[src/logic/pickup_pkg.sv]
package pickup_pkg;

    // ****************************************************************
    // register map (word addresses are byte offsets, 32-bit words)
    // ****************************************************************
    localparam logic [7:0] ADDR_CTRL = 8'h00;
    localparam logic [7:0] ADDR_LEVEL = 8'h04;
    localparam logic [7:0] ADDR_DELAY = 8'h08;
    localparam logic [7:0] ADDR_CMD = 8'h0C;
    localparam logic [7:0] ADDR_STATUS = 8'h10;
    localparam logic [7:0] ADDR_INT_STAT = 8'h14;
    localparam logic [7:0] ADDR_INT_MASK = 8'h18;
    localparam logic [7:0] ADDR_EVENT = 8'h1C;
    localparam logic [7:0] ADDR_FAULT = 8'h20;

    // ****************************************************************
    // control register fields
    // ****************************************************************
    localparam int CTRL_UNDER_BIT = 0;
    localparam int CTRL_MODE_LSB = 1;
    localparam int CTRL_DTYPE_LSB = 3;
    localparam int CTRL_PHASE_BIT = 4;
    localparam int CTRL_REC_BIT = 5;
    localparam int CTRL_OBJ_LSB = 8;
    localparam int CTRL_EDIT_BIT = 12;
    localparam logic [31:0] CTRL_RESET = 32'h0000_0000;

    // command register bits (self clearing)
    localparam int CMD_LATCH_BIT = 0;
    localparam int CMD_FAULT_BIT = 1;

    // interrupt / status event bits
    localparam int EV_START = 0;
    localparam int EV_BLOCKED = 1;
    localparam int EV_TRIP = 2;
    localparam int EV_W = 3;

    // ****************************************************************
    // measurement and timing
    // ****************************************************************
    localparam int MEAS_W = 16;
    localparam int HYST_PERCENT = 97;
    localparam logic [MEAS_W-1:0] LEVEL_RESET = 16'h0100;
    localparam int CLK_HZ = 10_000_000;
    localparam int DELAY_STEP_US = 5000;
    localparam int DELAY_W = 19;
    localparam logic [DELAY_W-1:0] DELAY_RESET = 19'h0_0008; // 8 steps = 0.040 s
    localparam int OBJ_COUNT = 10;
    localparam logic [3:0] OBJ_RESET = 4'h0;

    typedef enum logic [1:0] {MODE_ON, MODE_BLOCKED, MODE_TEST, MODE_TEST_BLOCKED} dev_mode_e;
    typedef enum logic {DTYPE_DEFINITE, DTYPE_INSTANT} delay_type_e;

endpackage

[src/logic/pickup_stage.sv]
`timescale 1ns/1ps
// Operation
// - compare measurement with pick-up level each cycle, pick up in monitored direction
// - release only when measurement returns past 97 percent of level, 103 percent for under stage
// - sample blocking input once per processing cycle, hold for decisions
// - pick-up without blocking asserts start and runs operate timing
// - pick-up with blocking asserts blocked instead, no operate timing
// - blocking after start drops start and resets timing like release
// - each blocking occurrence records timestamped event with values and fault type
// - latch reset command clears latched signals, then self-returns idle
// - latch reset input clears latched signals like panel acknowledge
// - fault record reset input clears latest fault register
// - phase order input low means A-B-C, high means A-C-B, swapped when control phase bit is set
// - device mode on/blocked/test/test-blocked, default on, edit only when permitted
// - push-button lamps follow one of ten selectable objects, default first
// - measurement recorder enable defaults off and gates recording
// - instant mode trips in same cycle start is asserted
// - definite time trips after delay in 5 ms steps, default 40 ms
module pickup_stage (
    // clock and reset
    input wire logic mclk_i,
    input wire logic sys_rst_i,
    // wishbone slave
    input wire logic wb_cyc_i,
    input wire logic wb_stb_i,
    input wire logic wb_we_i,
    input wire logic [7:0] wb_adr_i,
    input wire logic [3:0] wb_sel_i,
    input wire logic [31:0] wb_dat_i,
    output logic [31:0] wb_dat_o,
    output logic wb_ack_o,
    // measurement datapath
    input wire logic cycle_start_i,
    input wire logic [pickup_pkg::MEAS_W-1:0] meas_i,
    input wire logic [7:0] fault_type_i,
    // logical inputs from pins
    input wire logic block_i,
    input wire logic latch_reset_i,
    input wire logic fault_reset_i,
    input wire logic phase_order_i,
    input wire logic edit_allow_i,
    input wire logic [pickup_pkg::OBJ_COUNT-1:0] obj_closed_i,
    // indications
    output logic start_o,
    output logic blocked_o,
    output logic trip_o,
    output logic latched_trip_o,
    output logic blocked_notify_o,
    output logic phase_acb_o,
    output logic rec_enable_o,
    output logic lamp_close_o,
    output logic lamp_open_o,
    output logic irq_o
);

    // ****************************************************************
    // helpers
    // ****************************************************************
    // three stage synchroniser with agreement of the last two stages
    function automatic logic agree(input logic [2:0] s, input logic prev);
        agree = (s[2] == s[1]) ? s[2] : prev;
    endfunction

    // byte lane merge for register writes
    function automatic logic [31:0] merge(input logic [31:0] old, input logic [31:0] nw, input logic [3:0] sel);
        for (int b = 0; b < 4; b++) begin
            merge[b*8 +: 8] = sel[b] ? nw[b*8 +: 8] : old[b*8 +: 8];
        end
    endfunction

    // ****************************************************************
    // pin synchronisers
    // ****************************************************************
    logic [2:0] blk_s_q, lrs_s_q, frs_s_q, ph_s_q, ed_s_q;
    logic blk_q, lrs_q, frs_q, ph_q, ed_q;

    // first stage feeds only the second
    always_ff @(posedge mclk_i) begin
        if (sys_rst_i) begin
            blk_s_q <= '0;
            lrs_s_q <= '0;
            frs_s_q <= '0;
            ph_s_q <= '0;
            ed_s_q <= '0;
        end else begin
            blk_s_q <= {blk_s_q[1:0], block_i};
            lrs_s_q <= {lrs_s_q[1:0], latch_reset_i};
            frs_s_q <= {frs_s_q[1:0], fault_reset_i};
            ph_s_q <= {ph_s_q[1:0], phase_order_i};
            ed_s_q <= {ed_s_q[1:0], edit_allow_i};
        end
    end

    // filtered levels
    always_ff @(posedge mclk_i) begin
        if (sys_rst_i) begin
            blk_q <= 1'b0;
            lrs_q <= 1'b0;
            frs_q <= 1'b0;
            ph_q <= 1'b0;
            ed_q <= 1'b0;
        end else begin
            blk_q <= agree(blk_s_q, blk_q);
            lrs_q <= agree(lrs_s_q, lrs_q);
            frs_q <= agree(frs_s_q, frs_q);
            ph_q <= agree(ph_s_q, ph_q);
            ed_q <= agree(ed_s_q, ed_q);
        end
    end

    // ****************************************************************
    // registers
    // ****************************************************************
    logic [31:0] ctrl_q, ctrl_wr;
    logic [pickup_pkg::MEAS_W-1:0] level_q;
    logic [pickup_pkg::DELAY_W-1:0] delay_q;
    logic [pickup_pkg::EV_W-1:0] int_stat_q, int_mask_q;
    logic [31:0] event_q, fault_q;
    logic cmd_latch_q, cmd_fault_q;
    logic wr_en, rd_en;
    logic [pickup_pkg::EV_W-1:0] ev_set;
    pickup_pkg::dev_mode_e mode;
    logic under;

    assign wr_en = wb_cyc_i && wb_stb_i && wb_we_i && !wb_ack_o;
    assign rd_en = wb_cyc_i && wb_stb_i && !wb_we_i && !wb_ack_o;
    assign under = ctrl_q[pickup_pkg::CTRL_UNDER_BIT];
    assign mode = pickup_pkg::dev_mode_e'(ctrl_q[pickup_pkg::CTRL_MODE_LSB +: 2]);
    assign ctrl_wr = merge(ctrl_q, wb_dat_i, wb_sel_i);

    // control: mode field only changes while editing is permitted
    always_ff @(posedge mclk_i) begin
        if (sys_rst_i) begin
            ctrl_q <= pickup_pkg::CTRL_RESET;
        end else if (wr_en && wb_adr_i == pickup_pkg::ADDR_CTRL) begin
            ctrl_q <= ctrl_wr;
            if (!ed_q) begin
                ctrl_q[pickup_pkg::CTRL_MODE_LSB +: 2] <= ctrl_q[pickup_pkg::CTRL_MODE_LSB +: 2];
            end
            if (ctrl_wr[pickup_pkg::CTRL_OBJ_LSB +: 4] >= 4'(pickup_pkg::OBJ_COUNT)) begin
                ctrl_q[pickup_pkg::CTRL_OBJ_LSB +: 4] <= ctrl_q[pickup_pkg::CTRL_OBJ_LSB +: 4];
            end
        end
    end

    // level and delay settings
    always_ff @(posedge mclk_i) begin
        if (sys_rst_i) begin
            level_q <= pickup_pkg::LEVEL_RESET;
            delay_q <= pickup_pkg::DELAY_RESET;
        end else if (wr_en && wb_adr_i == pickup_pkg::ADDR_LEVEL) begin
            level_q <= (pickup_pkg::MEAS_W)'(merge({16'h0000, level_q}, wb_dat_i, wb_sel_i));
        end else if (wr_en && wb_adr_i == pickup_pkg::ADDR_DELAY) begin
            delay_q <= (pickup_pkg::DELAY_W)'(merge({13'h0000, delay_q}, wb_dat_i, wb_sel_i));
        end
    end

    // command bits return to idle on the next cycle
    always_ff @(posedge mclk_i) begin
        if (sys_rst_i) begin
            cmd_latch_q <= 1'b0;
            cmd_fault_q <= 1'b0;
        end else begin
            cmd_latch_q <= wr_en && wb_adr_i == pickup_pkg::ADDR_CMD && wb_sel_i[0]
                && wb_dat_i[pickup_pkg::CMD_LATCH_BIT];
            cmd_fault_q <= wr_en && wb_adr_i == pickup_pkg::ADDR_CMD && wb_sel_i[0]
                && wb_dat_i[pickup_pkg::CMD_FAULT_BIT];
        end
    end

    // interrupt status: set wins over write-one-to-clear
    always_ff @(posedge mclk_i) begin
        if (sys_rst_i) begin
            int_stat_q <= '0;
            int_mask_q <= '0;
        end else begin
            if (wr_en && wb_adr_i == pickup_pkg::ADDR_INT_STAT && wb_sel_i[0]) begin
                int_stat_q <= (int_stat_q & ~wb_dat_i[pickup_pkg::EV_W-1:0]) | ev_set;
            end else begin
                int_stat_q <= int_stat_q | ev_set;
            end
            if (wr_en && wb_adr_i == pickup_pkg::ADDR_INT_MASK && wb_sel_i[0]) begin
                int_mask_q <= wb_dat_i[pickup_pkg::EV_W-1:0];
            end
        end
    end

    // ****************************************************************
    // pick-up decision, once per processing cycle
    // ****************************************************************
    logic pickup_q, blk_cyc_q, tmr_expired;
    logic [31:0] stamp_q;
    logic [pickup_pkg::MEAS_W+7:0] meas_x100, lvl_x100, lvl_x97;
    logic over_set, past_reset, pick_d, blk_eff, run_tmr, instant;

    assign meas_x100 = (pickup_pkg::MEAS_W+8)'(meas_i) * 24'd100;
    assign lvl_x100 = (pickup_pkg::MEAS_W+8)'(level_q) * 24'd100;
    assign lvl_x97 = (pickup_pkg::MEAS_W+8)'(level_q) * 24'(pickup_pkg::HYST_PERCENT);
    // over stage resets below 97 %, under stage resets above 103 % (mirrored)
    assign over_set = under ? (meas_i < level_q) : (meas_i > level_q);
    assign past_reset = under ? (meas_x100 > (lvl_x100 << 1) - lvl_x97)
                              : (meas_x100 < lvl_x97);
    assign pick_d = pickup_q ? !past_reset : over_set;
    assign blk_eff = blk_q || mode == pickup_pkg::MODE_BLOCKED || mode == pickup_pkg::MODE_TEST_BLOCKED;
    assign instant = ctrl_q[pickup_pkg::CTRL_DTYPE_LSB] || delay_q == '0;
    assign run_tmr = pickup_q && !blk_cyc_q && !instant;

    // free running timestamp for event records
    always_ff @(posedge mclk_i) begin
        if (sys_rst_i) begin
            stamp_q <= '0;
        end else begin
            stamp_q <= stamp_q + 1'b1;
        end
    end

    // pick-up element and blocking sample; blocking held for the whole cycle
    always_ff @(posedge mclk_i) begin
        if (sys_rst_i) begin
            pickup_q <= 1'b0;
            blk_cyc_q <= 1'b0;
        end else if (cycle_start_i) begin
            pickup_q <= pick_d;
            blk_cyc_q <= blk_eff;
        end
    end

    step_timer u_timer (
        .mclk_i(mclk_i),
        .sys_rst_i(sys_rst_i),
        .run_i(run_tmr),
        .steps_i(delay_q),
        .expired_o(tmr_expired)
    );

    // indications: start and blocked exclusive, trip follows start
    always_ff @(posedge mclk_i) begin
        if (sys_rst_i) begin
            start_o <= 1'b0;
            blocked_o <= 1'b0;
            trip_o <= 1'b0;
        end else if (cycle_start_i) begin
            start_o <= pick_d && !blk_eff;
            blocked_o <= pick_d && blk_eff;
            trip_o <= pick_d && !blk_eff && (instant || (run_tmr && tmr_expired));
        end
    end

    assign ev_set = {cycle_start_i && pick_d && !blk_eff && (instant || (run_tmr && tmr_expired)) && !trip_o,
                     cycle_start_i && pick_d && blk_eff && !blocked_o,
                     cycle_start_i && pick_d && !blk_eff && !start_o};

    // blocking event record and display notice, one per new blocking
    always_ff @(posedge mclk_i) begin
        if (sys_rst_i) begin
            event_q <= '0;
            blocked_notify_o <= 1'b0;
        end else begin
            blocked_notify_o <= ev_set[pickup_pkg::EV_BLOCKED];
            if (ev_set[pickup_pkg::EV_BLOCKED]) begin
                event_q <= {stamp_q[7:0], fault_type_i, meas_i};
            end
        end
    end

    // fault register: latest trip values, cleared by input or command
    always_ff @(posedge mclk_i) begin
        if (sys_rst_i) begin
            fault_q <= '0;
        end else if (ev_set[pickup_pkg::EV_TRIP]) begin
            fault_q <= {stamp_q[7:0], fault_type_i, meas_i};
        end else if (frs_q || cmd_fault_q) begin
            fault_q <= '0;
        end
    end

    // latched trip, cleared by input or command; a new trip wins
    always_ff @(posedge mclk_i) begin
        if (sys_rst_i) begin
            latched_trip_o <= 1'b0;
        end else if (ev_set[pickup_pkg::EV_TRIP]) begin
            latched_trip_o <= 1'b1;
        end else if (lrs_q || cmd_latch_q) begin
            latched_trip_o <= 1'b0;
        end
    end

    // loose outputs: phase order, recorder gate, lamps, interrupt
    always_ff @(posedge mclk_i) begin
        if (sys_rst_i) begin
            phase_acb_o <= 1'b0;
            rec_enable_o <= 1'b0;
            lamp_close_o <= 1'b0;
            lamp_open_o <= 1'b0;
            irq_o <= 1'b0;
        end else begin
            phase_acb_o <= ph_q ^ ctrl_q[pickup_pkg::CTRL_PHASE_BIT];
            rec_enable_o <= ctrl_q[pickup_pkg::CTRL_REC_BIT];
            lamp_close_o <= obj_closed_i[ctrl_q[pickup_pkg::CTRL_OBJ_LSB +: 4]];
            lamp_open_o <= !obj_closed_i[ctrl_q[pickup_pkg::CTRL_OBJ_LSB +: 4]];
            irq_o <= |((int_stat_q | ev_set) & int_mask_q);
        end
    end

    // ****************************************************************
    // bus answer: one wait-free ack, unmapped reads return zero
    // ****************************************************************
    always_ff @(posedge mclk_i) begin
        if (sys_rst_i) begin
            wb_ack_o <= 1'b0;
            wb_dat_o <= '0;
        end else begin
            wb_ack_o <= wr_en || rd_en;
            wb_dat_o <= '0;
            if (rd_en) begin
                unique case (wb_adr_i)
                    pickup_pkg::ADDR_CTRL: wb_dat_o <= ctrl_q;
                    pickup_pkg::ADDR_LEVEL: wb_dat_o <= {16'h0000, level_q};
                    pickup_pkg::ADDR_DELAY: wb_dat_o <= {13'h0000, delay_q};
                    pickup_pkg::ADDR_STATUS: wb_dat_o <= {26'h0000_000, ph_q, blk_q, pickup_q,
                                                          trip_o, blocked_o, start_o};
                    pickup_pkg::ADDR_INT_STAT: wb_dat_o <= {29'h0000_0000, int_stat_q};
                    pickup_pkg::ADDR_INT_MASK: wb_dat_o <= {29'h0000_0000, int_mask_q};
                    pickup_pkg::ADDR_EVENT: wb_dat_o <= event_q;
                    pickup_pkg::ADDR_FAULT: wb_dat_o <= fault_q;
                    default: wb_dat_o <= '0;
                endcase
            end
        end
    end

endmodule

[src/logic/step_timer.sv]
`timescale 1ns/1ps
// definite time counter: counts step ticks while run_i holds
module step_timer (
    // clock and reset
    input wire logic mclk_i,
    input wire logic sys_rst_i,
    // control
    input wire logic run_i,
    input wire logic [pickup_pkg::DELAY_W-1:0] steps_i,
    // result
    output logic expired_o
);

    localparam int TICK_CYC = pickup_pkg::CLK_HZ / 1_000_000 * pickup_pkg::DELAY_STEP_US;
    localparam int TICK_W = $clog2(TICK_CYC);

    logic [TICK_W-1:0] tick_q;
    logic [pickup_pkg::DELAY_W-1:0] step_q;

    // prescaler restarts with each run so the first step is a full one
    always_ff @(posedge mclk_i) begin
        if (sys_rst_i || !run_i || tick_q == TICK_W'(TICK_CYC - 1)) begin
            tick_q <= '0;
        end else begin
            tick_q <= tick_q + 1'b1;
        end
    end

    // step counter saturates at the set delay
    always_ff @(posedge mclk_i) begin
        if (sys_rst_i || !run_i) begin
            step_q <= '0;
        end else if (tick_q == TICK_W'(TICK_CYC - 1) && step_q != steps_i) begin
            step_q <= step_q + 1'b1;
        end
    end

    // expiry is a registered level
    always_ff @(posedge mclk_i) begin
        if (sys_rst_i || !run_i) begin
            expired_o <= 1'b0;
        end else begin
            expired_o <= (step_q == steps_i);
        end
    end

endmodule

[config.mk]
export PLATFORM = sky130hd
export DESIGN_NAME = pickup_stage
export DESIGN_NICKNAME = d
export VERILOG_FILES = /design/src/logic/pickup_pkg.sv /design/src/logic/pickup_stage.sv /design/src/logic/step_timer.sv
export SDC_FILE = /design/constraint.sdc
export NUM_CORES = 1
export LEC_CHECK = 0
export BUFFER_PORTS_ARGS = -buffer_cell sky130_fd_sc_hd__buf_2
export CAP_MARGIN = 30
export CORE_ASPECT_RATIO = 1.25
export CORE_MARGIN = 2
export CORE_UTILIZATION = 25
export CTS_BUF_LIST = sky130_fd_sc_hd__clkbuf_4 sky130_fd_sc_hd__clkbuf_8 sky130_fd_sc_hd__clkbuf_16
export CTS_CLUSTER_DIAMETER = 40
export DETAILED_ROUTE_END_ITERATION = 12
export PLACE_DENSITY = 0.41
export SYNTH_ARGS = -nofsm -noshare
export SYNTH_HDL_FRONTEND = slang
export SYNTH_SLANG_ARGS = --single-unit
export TNS_END_PERCENT = 1
[constraint.sdc]
create_clock -name mclk_i -period 17.05 [get_ports mclk_i]
set_clock_uncertainty 0.1 [all_clocks]
set_input_delay 2.5575 -clock mclk_i [delete_from_list [all_inputs] [get_ports mclk_i]]
set_output_delay 2.5575 -clock mclk_i [all_outputs]
set_load 0.1 [all_outputs]
# Word-level counts from Yosys, hierarchy flattened
# Index checks and enable logic that the tools add are counted.
[classes]
n_div = 0
add_sub_neg = 4
shift = 0
n_bitwise = 9
order_cmp = 6
mux = 12
n_reduce_logical = 67
multipliers = 3
eq_ne = 18
[ops]
columns = ["operator", "n"]
rows = [
  ["32-bit case mux with 8 select lines", 1],
  ["32-bit 2-to-1 mux", 2],
  ["16-bit by 5-bit multiplier with 21-bit output, second input constant", 2],
  ["32-bit by 1-bit adder with 32-bit output, second input constant", 1],
  ["8-bit by 5-bit equality test with 1-bit output, second input constant", 4],
  ["1-bit logical AND", 30],
  ["23-bit by 24-bit > comparator with 1-bit output", 1],
  ["24-bit by 23-bit subtractor with 24-bit output", 1],
  ["23-bit less-than comparator", 1],
  ["16-bit by 7-bit multiplier with 23-bit output, second input constant", 1],
  ["19-bit by 1-bit adder with 19-bit output, second input constant", 1],
  ["19-bit equality test", 1],
  ["19-bit logical NOT", 1],
  ["19-bit != test", 1],
  ["16-bit by 1-bit adder with 16-bit output, second input constant", 1],
  ["16-bit equality test, second input constant", 1],
  ["8-bit by 4-bit equality test with 1-bit output, second input constant", 2],
  ["16-bit > comparator", 1],
  ["16-bit less-than comparator", 1],
  ["2-bit AND reduction", 7],
  ["3-bit AND reduction", 4],
  ["1-bit logical NOT", 11],
  ["1-bit logical OR", 9],
  ["8-bit by 3-bit equality test with 1-bit output, second input constant", 1],
  ["other kinds (19)", 33],
]
[word_totals]
romBits = 0
latch_bits = 0
input_bits = 89
wordCells = 164
mem_count = 0
out_inout_bits = 43
ff_bits = 272
ram_bits = 0

# Longest topological paths before layout
# Gate-level depths: netlist of run 1.
[logic_depth]
ltp_word = 13
depth_mapped = 37
depth_no_buf = 35

# Cells and area by module
# A second synthesis of run 1 with hierarchy kept.
[unflattened]
cells_unflattened = 1929
hier_area_um2 = 16565.9
[by_module_without_submodules]
columns = ["mod", "cells_per_inst", "instances", "seq_area_each_um2", "area_per_inst_um2"]
rows = [
  ["pickup_stage", 1710, 1, 4244.1, 14665.3],
  ["step_timer", 219, 1, 720.7, 1900.6],
]

# Worst setup path after synthesis of run 1
# Ideal clock, no wire load.
[synth_path]
path_type = "input-to-reg"
start = "input port meas_i[2] (netlist bit)"
end = "register event_q[10]"
setup_ps = 72
slack_ps = 9116
t_required_ps = 16878
stages = 28
arrival_ps = 7762
cell_sequence = "ha_1 -> ha_1 -> inv_1 -> fa_1 -> inv_1 -> ha_1 -> nor2b_1 -> o31ai_1 -> a211oi_1 -> o21ai_0 -> a21oi_1 -> o21ai_0 -> a21boi_0 -> nor3_1 -> o21bai_1 -> a21oi_1 -> xnor2_1 -> ha_1 -> nand4_1 -> nor4_1 -> a21oi_1 -> nor2b_1 -> a311oi_1 -> a221o_1 -> o2111ai_2 -> nor3_4 -> buf_8 -> mux2i_1"
[synth_via]
elab_chain_len = 8
elab_cells_between_ends = 12
cone_classes = "mul: 1; order compare: 4; mux: 3; reduce/logical: 4"
[synth_lines]
columns = ["item", "line_no", "text"]
rows = [
  ["start, declared", "pickup_stage.sv:34", "input wire logic [pickup_pkg::MEAS_W-1:0] meas_i,"],
  ["16-bit by 5-bit multiplier with 21-bit output", "pickup_stage.sv:196", "assign meas_x100 = (pickup_pkg::MEAS_W+8)'(meas_i) * 24'd100;"],
  ["23-bit by 24-bit > comparator with 1-bit output or 23-bit less-than comparator (tied branches)", "pickup_stage.sv:201, pickup_stage.sv:202", ""],
  ["1-bit 2-to-1 mux", "pickup_stage.sv:201", "assign past_reset = under ? (meas_x100 > (lvl_x100 << 1) - lvl_x97)"],
  ["1-bit logical NOT", "pickup_stage.sv:203", "assign pick_d = pickup_q ? !past_reset : over_set;"],
  ["1-bit 2-to-1 mux (*)", "pickup_stage.sv:203", ""],
  ["1-bit logical AND (*) (3 in series)", "pickup_stage.sv:250", "cycle_start_i && pick_d && blk_eff && !blocked_o,"],
  ["end signal, assigned", "pickup_stage.sv:261", "event_q <= {stamp_q[7:0], fault_type_i, meas_i};"],
  ["end, declared", "pickup_stage.sv:118", "logic [31:0] event_q, fault_q;"],
]
# Mark *: on every way between the ends. The rest lies on a longest branch, timed or not.
# A chain may end at the register's enable or synchronous reset.

# Worst setup path after layout of run 1
[layout_path]
start = "register level_q[1] (netlist bit)"
end = "register fault_q[7]"
[layout_via]
elab_chain_len = 11
elab_cells_between_ends = 17
cone_classes = "add/sub: 1; mul: 2; order compare: 4; mux: 4; reduce/logical: 6"
[layout_lines]
columns = ["item", "line_no", "text"]
rows = [
  ["start, declared", "pickup_stage.sv:115", "logic [pickup_pkg::MEAS_W-1:0] level_q;"],
  ["start signal, assigned", "pickup_stage.sv:149", "level_q <= pickup_pkg::LEVEL_RESET;"],
  ["start signal, assigned", "pickup_stage.sv:152", "level_q <= (pickup_pkg::MEAS_W)'(merge({16'h0000, level_q}, wb_dat_i, wb_sel_i));"],
  ["16-bit by 7-bit multiplier with 23-bit output or 16-bit by 5-bit multiplier with 21-bit output (tied branches)", "pickup_stage.sv:198, pickup_stage.sv:197", ""],
  ["24-bit by 23-bit subtractor with 24-bit output", "pickup_stage.sv:201", ""],
  ["23-bit by 24-bit > comparator with 1-bit output", "pickup_stage.sv:201", ""],
  ["1-bit 2-to-1 mux", "pickup_stage.sv:201", ""],
  ["1-bit logical NOT", "pickup_stage.sv:203", ""],
  ["1-bit 2-to-1 mux (*)", "pickup_stage.sv:203", ""],
  ["1-bit logical AND (*) (4 in series)", "pickup_stage.sv:249", "assign ev_set = {cycle_start_i && pick_d && !blk_eff && (instant || (run_tmr && tmr_expired)) && !trip_o,"],
  ["32-bit 2-to-1 mux or 2-bit nonzero test (tied branches)", "n/a", ""],
  ["end signal, assigned", "pickup_stage.sv:271", "fault_q <= {stamp_q[7:0], fault_type_i, meas_i};"],
  ["end, declared", "pickup_stage.sv:118", ""],
]
# Marks and branches as above.

==> impl_metrics.toml, run 1 <==
[outcome]
outcome = "finished clean"

[layout]
layout_common_cells = "dfxtp_1 (248), ha_1 (219), nand2_1 (163), nor2_1 (163), inv_1 (132)"
num-nets-final = 2279
syn2layout_area_growth_pct = 16.9
final_common_cell = "dfxtp_1"
fin_area_um2 = 19100
drive_gt1_frac = 0.121
num-fill-cells = 6994
seq_area_um2 = 4960
multi_input_area_um2 = 10600

[clock_tree]
insertion_delay_ns = 0.54
root_buffer = "clkbuf_16"
path_clk_slew_ns = 0.06
tritoncts = "yes"
clkSinkCount = 248
cts_buffers = 34
cts_max_level = 2
post_cts_buffers = 0
cts_max_path_buffers = 3
cts_hold_buf = 0
cts_resized = 0

[floorplan]
core_area_um2 = 64500
die_height_um = 290
die-area_um2 = 67600
pin_count = 132
start_util = 0.254
row_count = 104
chipWidth_um = 233

[setup_path]
crit_family = "compound AO/OA/AOI/OAI gates"
max_stage_delay_ns = 0.75
crit_slowest_cell = "dfxtp_1"
worst-path-buf-inv = 4
cp-start-kind = "flop"
crit_path_end_kind = "flop"
worstPathMaxFanout = 34
criticalPathCategory = "reg -> reg"
worstPathArrival_ns = 9.14
worstPathRequired_ns = 17.39

[global_routing]
grt.overflow.total = 0
track_usage = 0.159
antenna_found_initial = 7
grt_max_degree = 69
grt_pass1_vias = 13900
grt_first_pass_wirelength_mm = 82.5

[yosys]
syn_avg_cell_area_um2 = 9.02
synth_ff_type = "dfxtp_1"
synthCells = 1814
synth.yosys.seq_area_share = 0.303
syn-num-nets = 2154
synth-edff-count = 0
synth_cell_types = 83
synthesis.area_um2 = 16400
ys_warn_count = 0
synth_top_area_frac = 0.303
ys_seq_elements = 248
async_flop_share = 0
synth_top_cell_by_area = "dfxtp_1"
ys_top_cells_by_area = "dfxtp_1 (30%), ha_1 (17%), mux2i_1 (7.7%), fa_1 (3.9%), nor2_1 (3.8%)"

[place]
dpl_worst_slack_ns = 7.69
portBuffers = 131
dpl_cell_area_um2 = 17900
dp_hpwl_mm = 43.1
gp_congestion = 0.844

[pwr]
powerDensity_nw_per_um2 = 84.9
irDropWorstVdd_v = 0.0000631
leakage_nw = 8.45

[routing]
drt_iter0_drc = 745
drtPass1Iterations = 5
wl_per_cell_um = 19.3
drt_wl_total_mm = 54.5
ant_nets = 0
viasPerCell = 4.80
vias = 13500
drc_errors = 0

[min_path]
min_path_type = "reg -> reg"

[timing]
worstMarginPinSlew_ns = 0.978
fin_tns_setup_ns = 0
maxSlewHeadroom = 0.347
layout_setup_ws_ns = 8.24
rsz0062_at_grt = "false"
slew_viol_final = 0
clock.fmax_ghz = 0.114
finalHoldViolCount = 0
timing.final.crit_share = 0.517
fin_crit_ns = 8.81
finalSetupViolCount = 0

[flow_run]
cap_violations = 0
[worst register-to-register path: cells and delay by family, from the launching register on]
family | cells | cell delay, ns
AOI/OAI and AO/OA | 18 | 3.69
buffers and inverters | 4 | 0.96
and+or+nand+nor | 4 | 0.43
adders and majority gates | 7 | 2.06
xor gates and xnor gates | 2 | 0.43
muxes | 1 | 0.30
DFF | 1 | 0.75
[cells in the mapped netlist, drive strengths merged, types with 32 or more instances]
master	n
dfxtp	248
a22oi	42
o21ai	50
mux2i	126
nand3	49
a21oi	102
nand2	163
fa	32
ha	219
xor2	59
xnor2	61
clkbuf	43
nor2	166
inv	133
[kinds of logic after synthesis]
| kind of cell | count (synthesis) | synth area share |
|---|---|---|
| fa+ha+maj | 251 | 0.207 |
| simple gates | 531 | 0.151 |
| xor+xnor | 120 | 0.0656 |
| buf+inv | 189 | 0.0485 |
| flops | 248 | 0.303 |
| mux | 128 | 0.0798 |
| compound gates | 347 | 0.145 |
[sequential cells by signal, indices dropped and copies added, names as in the netlist, 8 cells and up]
register,count
level_q,16
u_timer.tick_q,16
fault_q,32
event_q,32
ctrl_q,32
delay_q,19
stamp_q,8
u_timer.step_q,19
wb_dat_o,32
[final cells by class]
| type | instances | area share |
|---|---|---|
| timing repair buffer | 145 | 0.0399 |
| clock inverter | 23 | 0.0167 |
| tap | 848 | 0.0554 |
| sequential | 248 | 0.259 |
| clock buffer | 38 | 0.0467 |
| inverter | 133 | 0.0261 |
| antenna | 3 | 0.000392 |
| multi-input combinational | 1377 | 0.555 |
[path summary, 6_finish.rpt]
kind	start	to	slack [ns]	cells after the start
worst max-delay path	level_q[1]	fault_q[7]	8.24	36
worst min-delay path	ph_s_q[0]	ph_s_q[1]	0.33	1
worst min register to register	ph_s_q[0]	ph_s_q[1]	0.33	1
worst max register to register	level_q[1]	fault_q[7]	8.24	36
[per-stage QoR]
| stage | hold WS (ns) | total power, W | utilization | std cells |
|---|---|---|---|---|
| after floorplan | 0.313 | 0.000800 | - | 1814 |
| after global placement | 0.321 | 0.000886 | 0.278 | 2751 |
| after detailed placement | 0.322 | 0.000889 | 0.278 | 2751 |
| after CTS | 0.337 | 0.00165 | 0.296 | 2812 |
| after global routing | 0.362 | 0.00170 | 0.296 | 2813 |
| final | 0.333 | 0.00162 | 0.297 | 2815 |
[power breakdown]
| part | switching, W | total (W) | internal [W] |
|---|---|---|---|
| Sequential | 0.00000343 | 0.000587 | 0.000583 |
| Combinational | 0.000173 | 0.000288 | 0.000114 |
| Clock | 0.000298 | 0.000750 | 0.000452 |
| Total | 0.000475 | 0.00162 | 0.00115 |
[layer usage]
metal	GRT usage	share of wire	routed length, µm	vias to the layer above
met4	0.0520	0.030	1640	6
met5	0	0.00057	31	-
met2	0.294	0.52	28100	262
met1	0.187	0.42	23000	6465
li1	-	-	-	6693
met3	0.0189	0.032	1740	84
(Power assumes the default switching activity.)
==> run 2, diff against run 1 <==
- ABC_AREA: not set -> 1
- clock period: 17.05 -> 8.7 ns (I/O delays scaled with it)
==> run 2 against run 1 <==
Sequential power increased by 96%. First-iteration DRC count rose by 12%. Total power increased by 90%. Routed wire length rose by 8.0%. Sequential share of layout area down 0.43 points. Sequential cell count is the same. Non-clock buffer count grew 11. Combinational power is 120% higher. Design area up 1.7%. Setup slack worse by 7.3 ns. Global-route usage increased by 0.79 points. Cell count increased by 15%. Critical path type unchanged. Largest power group unchanged. Highest routed layer is now met4.
==> impl_metrics.toml, run 2 <==
[outcome]
outcome = "finished clean"

[layout]
final_common_cell = "nand2_1"
num-fill-cells = 7178
fin_util = 0.296
layout_common_cells = "nand2_1 (381), inv_1 (345), dfxtp_1 (248)"
syn2layout_area_growth_pct = 16.5
num-nets-final = 2707
fin_area_um2 = 19500
seq_area_um2 = 4960
drive_gt1_frac = 0.107
multi_input_area_um2 = 10200

[pwr]
clkPwrFrac = 0.423
irDropWorstVdd_v = 0.000139
power_frac_seq = 0.373
p_sw_frac = 0.311
leakage_nw = 8.72
combPwrFrac = 0.205
p_int_w = 0.00212
p_sw_w = 0.000958
powerDensity_nw_per_um2 = 158

[timing]
slew_viol_final = 0
clock.fmax_ghz = 0.129
fin_tns_setup_ns = 0
layout_setup_ws_ns = 0.926
rsz0062_at_grt = "false"
finalHoldViolCount = 0
fin_crit_ns = 7.77
finalSetupViolCount = 0
maxSlewHeadroom = 0.345
timing.final.crit_share = 0.894
worstMarginPinSlew_ns = 0.979

[yosys]
synth_top_cell_by_area = "dfxtp_1"
synthesis.area_um2 = 16700
async_flop_share = 0
syn_avg_cell_area_um2 = 7.47
synth_ff_type = "dfxtp_1"
syn-num-nets = 2575
synth.yosys.seq_area_share = 0.297
ys_top_cells_by_area = "dfxtp_1 (30%), ha_1 (16%), nand2_1 (8.6%), inv_1 (7.8%), a21oi_1 (6.8%)"
synth_top_area_frac = 0.297
synthCells = 2235
synth_cell_types = 63
ys_warn_count = 0
ys_seq_elements = 248
yosysMostFrequentCell = "nand2_1"
synth-edff-count = 0
ys_top_cells_by_count = "nand2_1 (381), inv_1 (346), dfxtp_1 (248)"

[global_routing]
track_usage = 0.167
grt_first_pass_wirelength_mm = 89.1
grt_max_degree = 83
grt.overflow.total = 0
antenna_found_initial = 3
grt_pass1_vias = 15500

[clock_tree]
cts_max_level = 1
cts_buffers = 31
insertion_delay_ns = 0.58
post_cts_buffers = 0
root_buffer = "clkbuf_16"
tritoncts = "yes"
cts_hold_buf = 0
path_clk_slew_ns = 0.06
cts_max_path_buffers = 3
cts_resized = 0
clkSinkCount = 248

[routing]
wl_per_cell_um = 18.1
drc_errors = 0
drtPass1Iterations = 5
vias = 15200
drt_iter0_drc = 835
drt_wl_total_mm = 58.8
viasPerCell = 4.67
ant_nets = 0

[min_path]
hold_end = "frs_s_q[1]"
min_path_type = "reg -> reg"
min_path_cells = 2
worstHoldStart = "frs_s_q[0]"

[floorplan]
core_area_um2 = 65800
die_height_um = 293
row_count = 105
chipWidth_um = 235
die-area_um2 = 68900
pin_count = 132
start_util = 0.254

[place]
dpl_cell_area_um2 = 18400
portBuffers = 131
gp_congestion = 0.857
dpl_worst_slack_ns = 0.986
dp_hpwl_mm = 47.6

[setup_path]
worstPathMaxFanout = 23
max_stage_delay_ns = 0.55
worstPathArrival_ns = 8.17
criticalPathCategory = "reg -> reg"
worstReg2RegStart = "level_q[3]"
crit_path_end_kind = "flop"
worst-path-buf-inv = 3
crit_slowest_cell = "dfxtp_1"
reg2reg_to = "irq_o"
cp_common_cell = "nand2_1"
ff2ff_path_depth = 35
r2r_slack_ns = 0.93
crit_family = "adder cells"
worstPathRequired_ns = 9.10
cp-start-kind = "flop"

[flow_run]
cap_violations = 0
-- run 2: cell types whose count changed in the layout (fill, tap and decap cells not counted), sizes merged, moves of 29 or more --
cell | before | now
a21oi | 102 | 231
a22oi | 42 | 0
inv | 139 | 351
mux2i | 126 | 0
nand2 | 163 | 389
nand4 | 18 | 52
nor2 | 166 | 198
nor2b | 29 | 0
o21ai | 50 | 121
-- run 2: metrics by stage --
| stage | power (W) | hold slack (ns) | instances |
|---|---|---|---|
| finish | 0.00308 | 0.301 | 3249 |
| global route | 0.00326 | 0.323 | 3246 |
| CTS | 0.00313 | 0.304 | 3246 |
| detailed placement | 0.00181 | 0.296 | 3190 |
| global placement | 0.00181 | 0.291 | 3187 |
| floorplan | 0.00158 | 0.288 | 2235 |
-- run 2: area by class of cell --
| cell class | instances | share of cell area |
|---|---|---|
| multi-input combinational | 1582 | 0.523 |
| sequential | 248 | 0.255 |
| inverter | 348 | 0.0671 |
| tap | 856 | 0.0550 |
| timing repair buffer | 156 | 0.0456 |
| clock buffer | 36 | 0.0431 |
| clock inverter | 20 | 0.0109 |
| antenna | 3 | 0.000386 |
-- run 2: kinds of logic (layout without fill, tap and decap cells) --
kind of cell	count (synthesis)	after routing	share of synthesized area
compound gates	468	468	0.159
fa+ha+maj	251	251	0.202
xor+xnor	84	84	0.0445
simple gates	779	779	0.202
flops	248	248	0.297
buf+inv	405	560	0.0945
other cells	0	3	0
-- run 2: how the worst max path moves through the flow --
stage	endpoint	slack, ns	start	cells after the start
floorplan	fault_q[27]	2.48	level_q[4]	32
global placement	irq_o	0.98	level_q[3]	35
detailed placement	irq_o	0.99	level_q[3]	35
CTS	irq_o	0.95	level_q[3]	35
global route	irq_o	0.41	level_q[3]	35
finish	irq_o	0.93	level_q[3]	35
-- run 2: routing by layer --
metal / GRT usage / wire length, µm / vias up
met3: 0.0155 / 2030 / 76
met1: 0.190 / 24100 / 7155
li1: - / - / 7691
met4: 0.0522 / 1650 / 0
met2: 0.324 / 31000 / 255
met5: 0 / 0 / -
-- run 2: power by group through the flow --
| stage | logic [W] | clock network [W] | registers [W] |
|---|---|---|---|
| 6_report | 0.000629 | 0.00130 | 0.00115 |
| 3_5_place_dp | 0.000641 | 0 | 0.00117 |
| 4_1_cts | 0.000645 | 0.00134 | 0.00115 |
| 3_3_place_gp | 0.000635 | 0 | 0.00117 |
| 2_1_floorplan | 0.000405 | 0 | 0.00118 |
| 5_1_grt | 0.000728 | 0.00138 | 0.00115 |
-- run 2: worst reg2reg max path: cells and delay by family (launching register included) --
| family | cells | cell delay (ns) |
|---|---|---|
| buf+inv | 3 | 0.43 |
| compound gates | 7 | 1.59 |
| fa+ha+maj | 7 | 2.44 |
| xor+xnor | 2 | 0.40 |
| flops | 1 | 0.55 |
| simple gates | 16 | 2.20 |
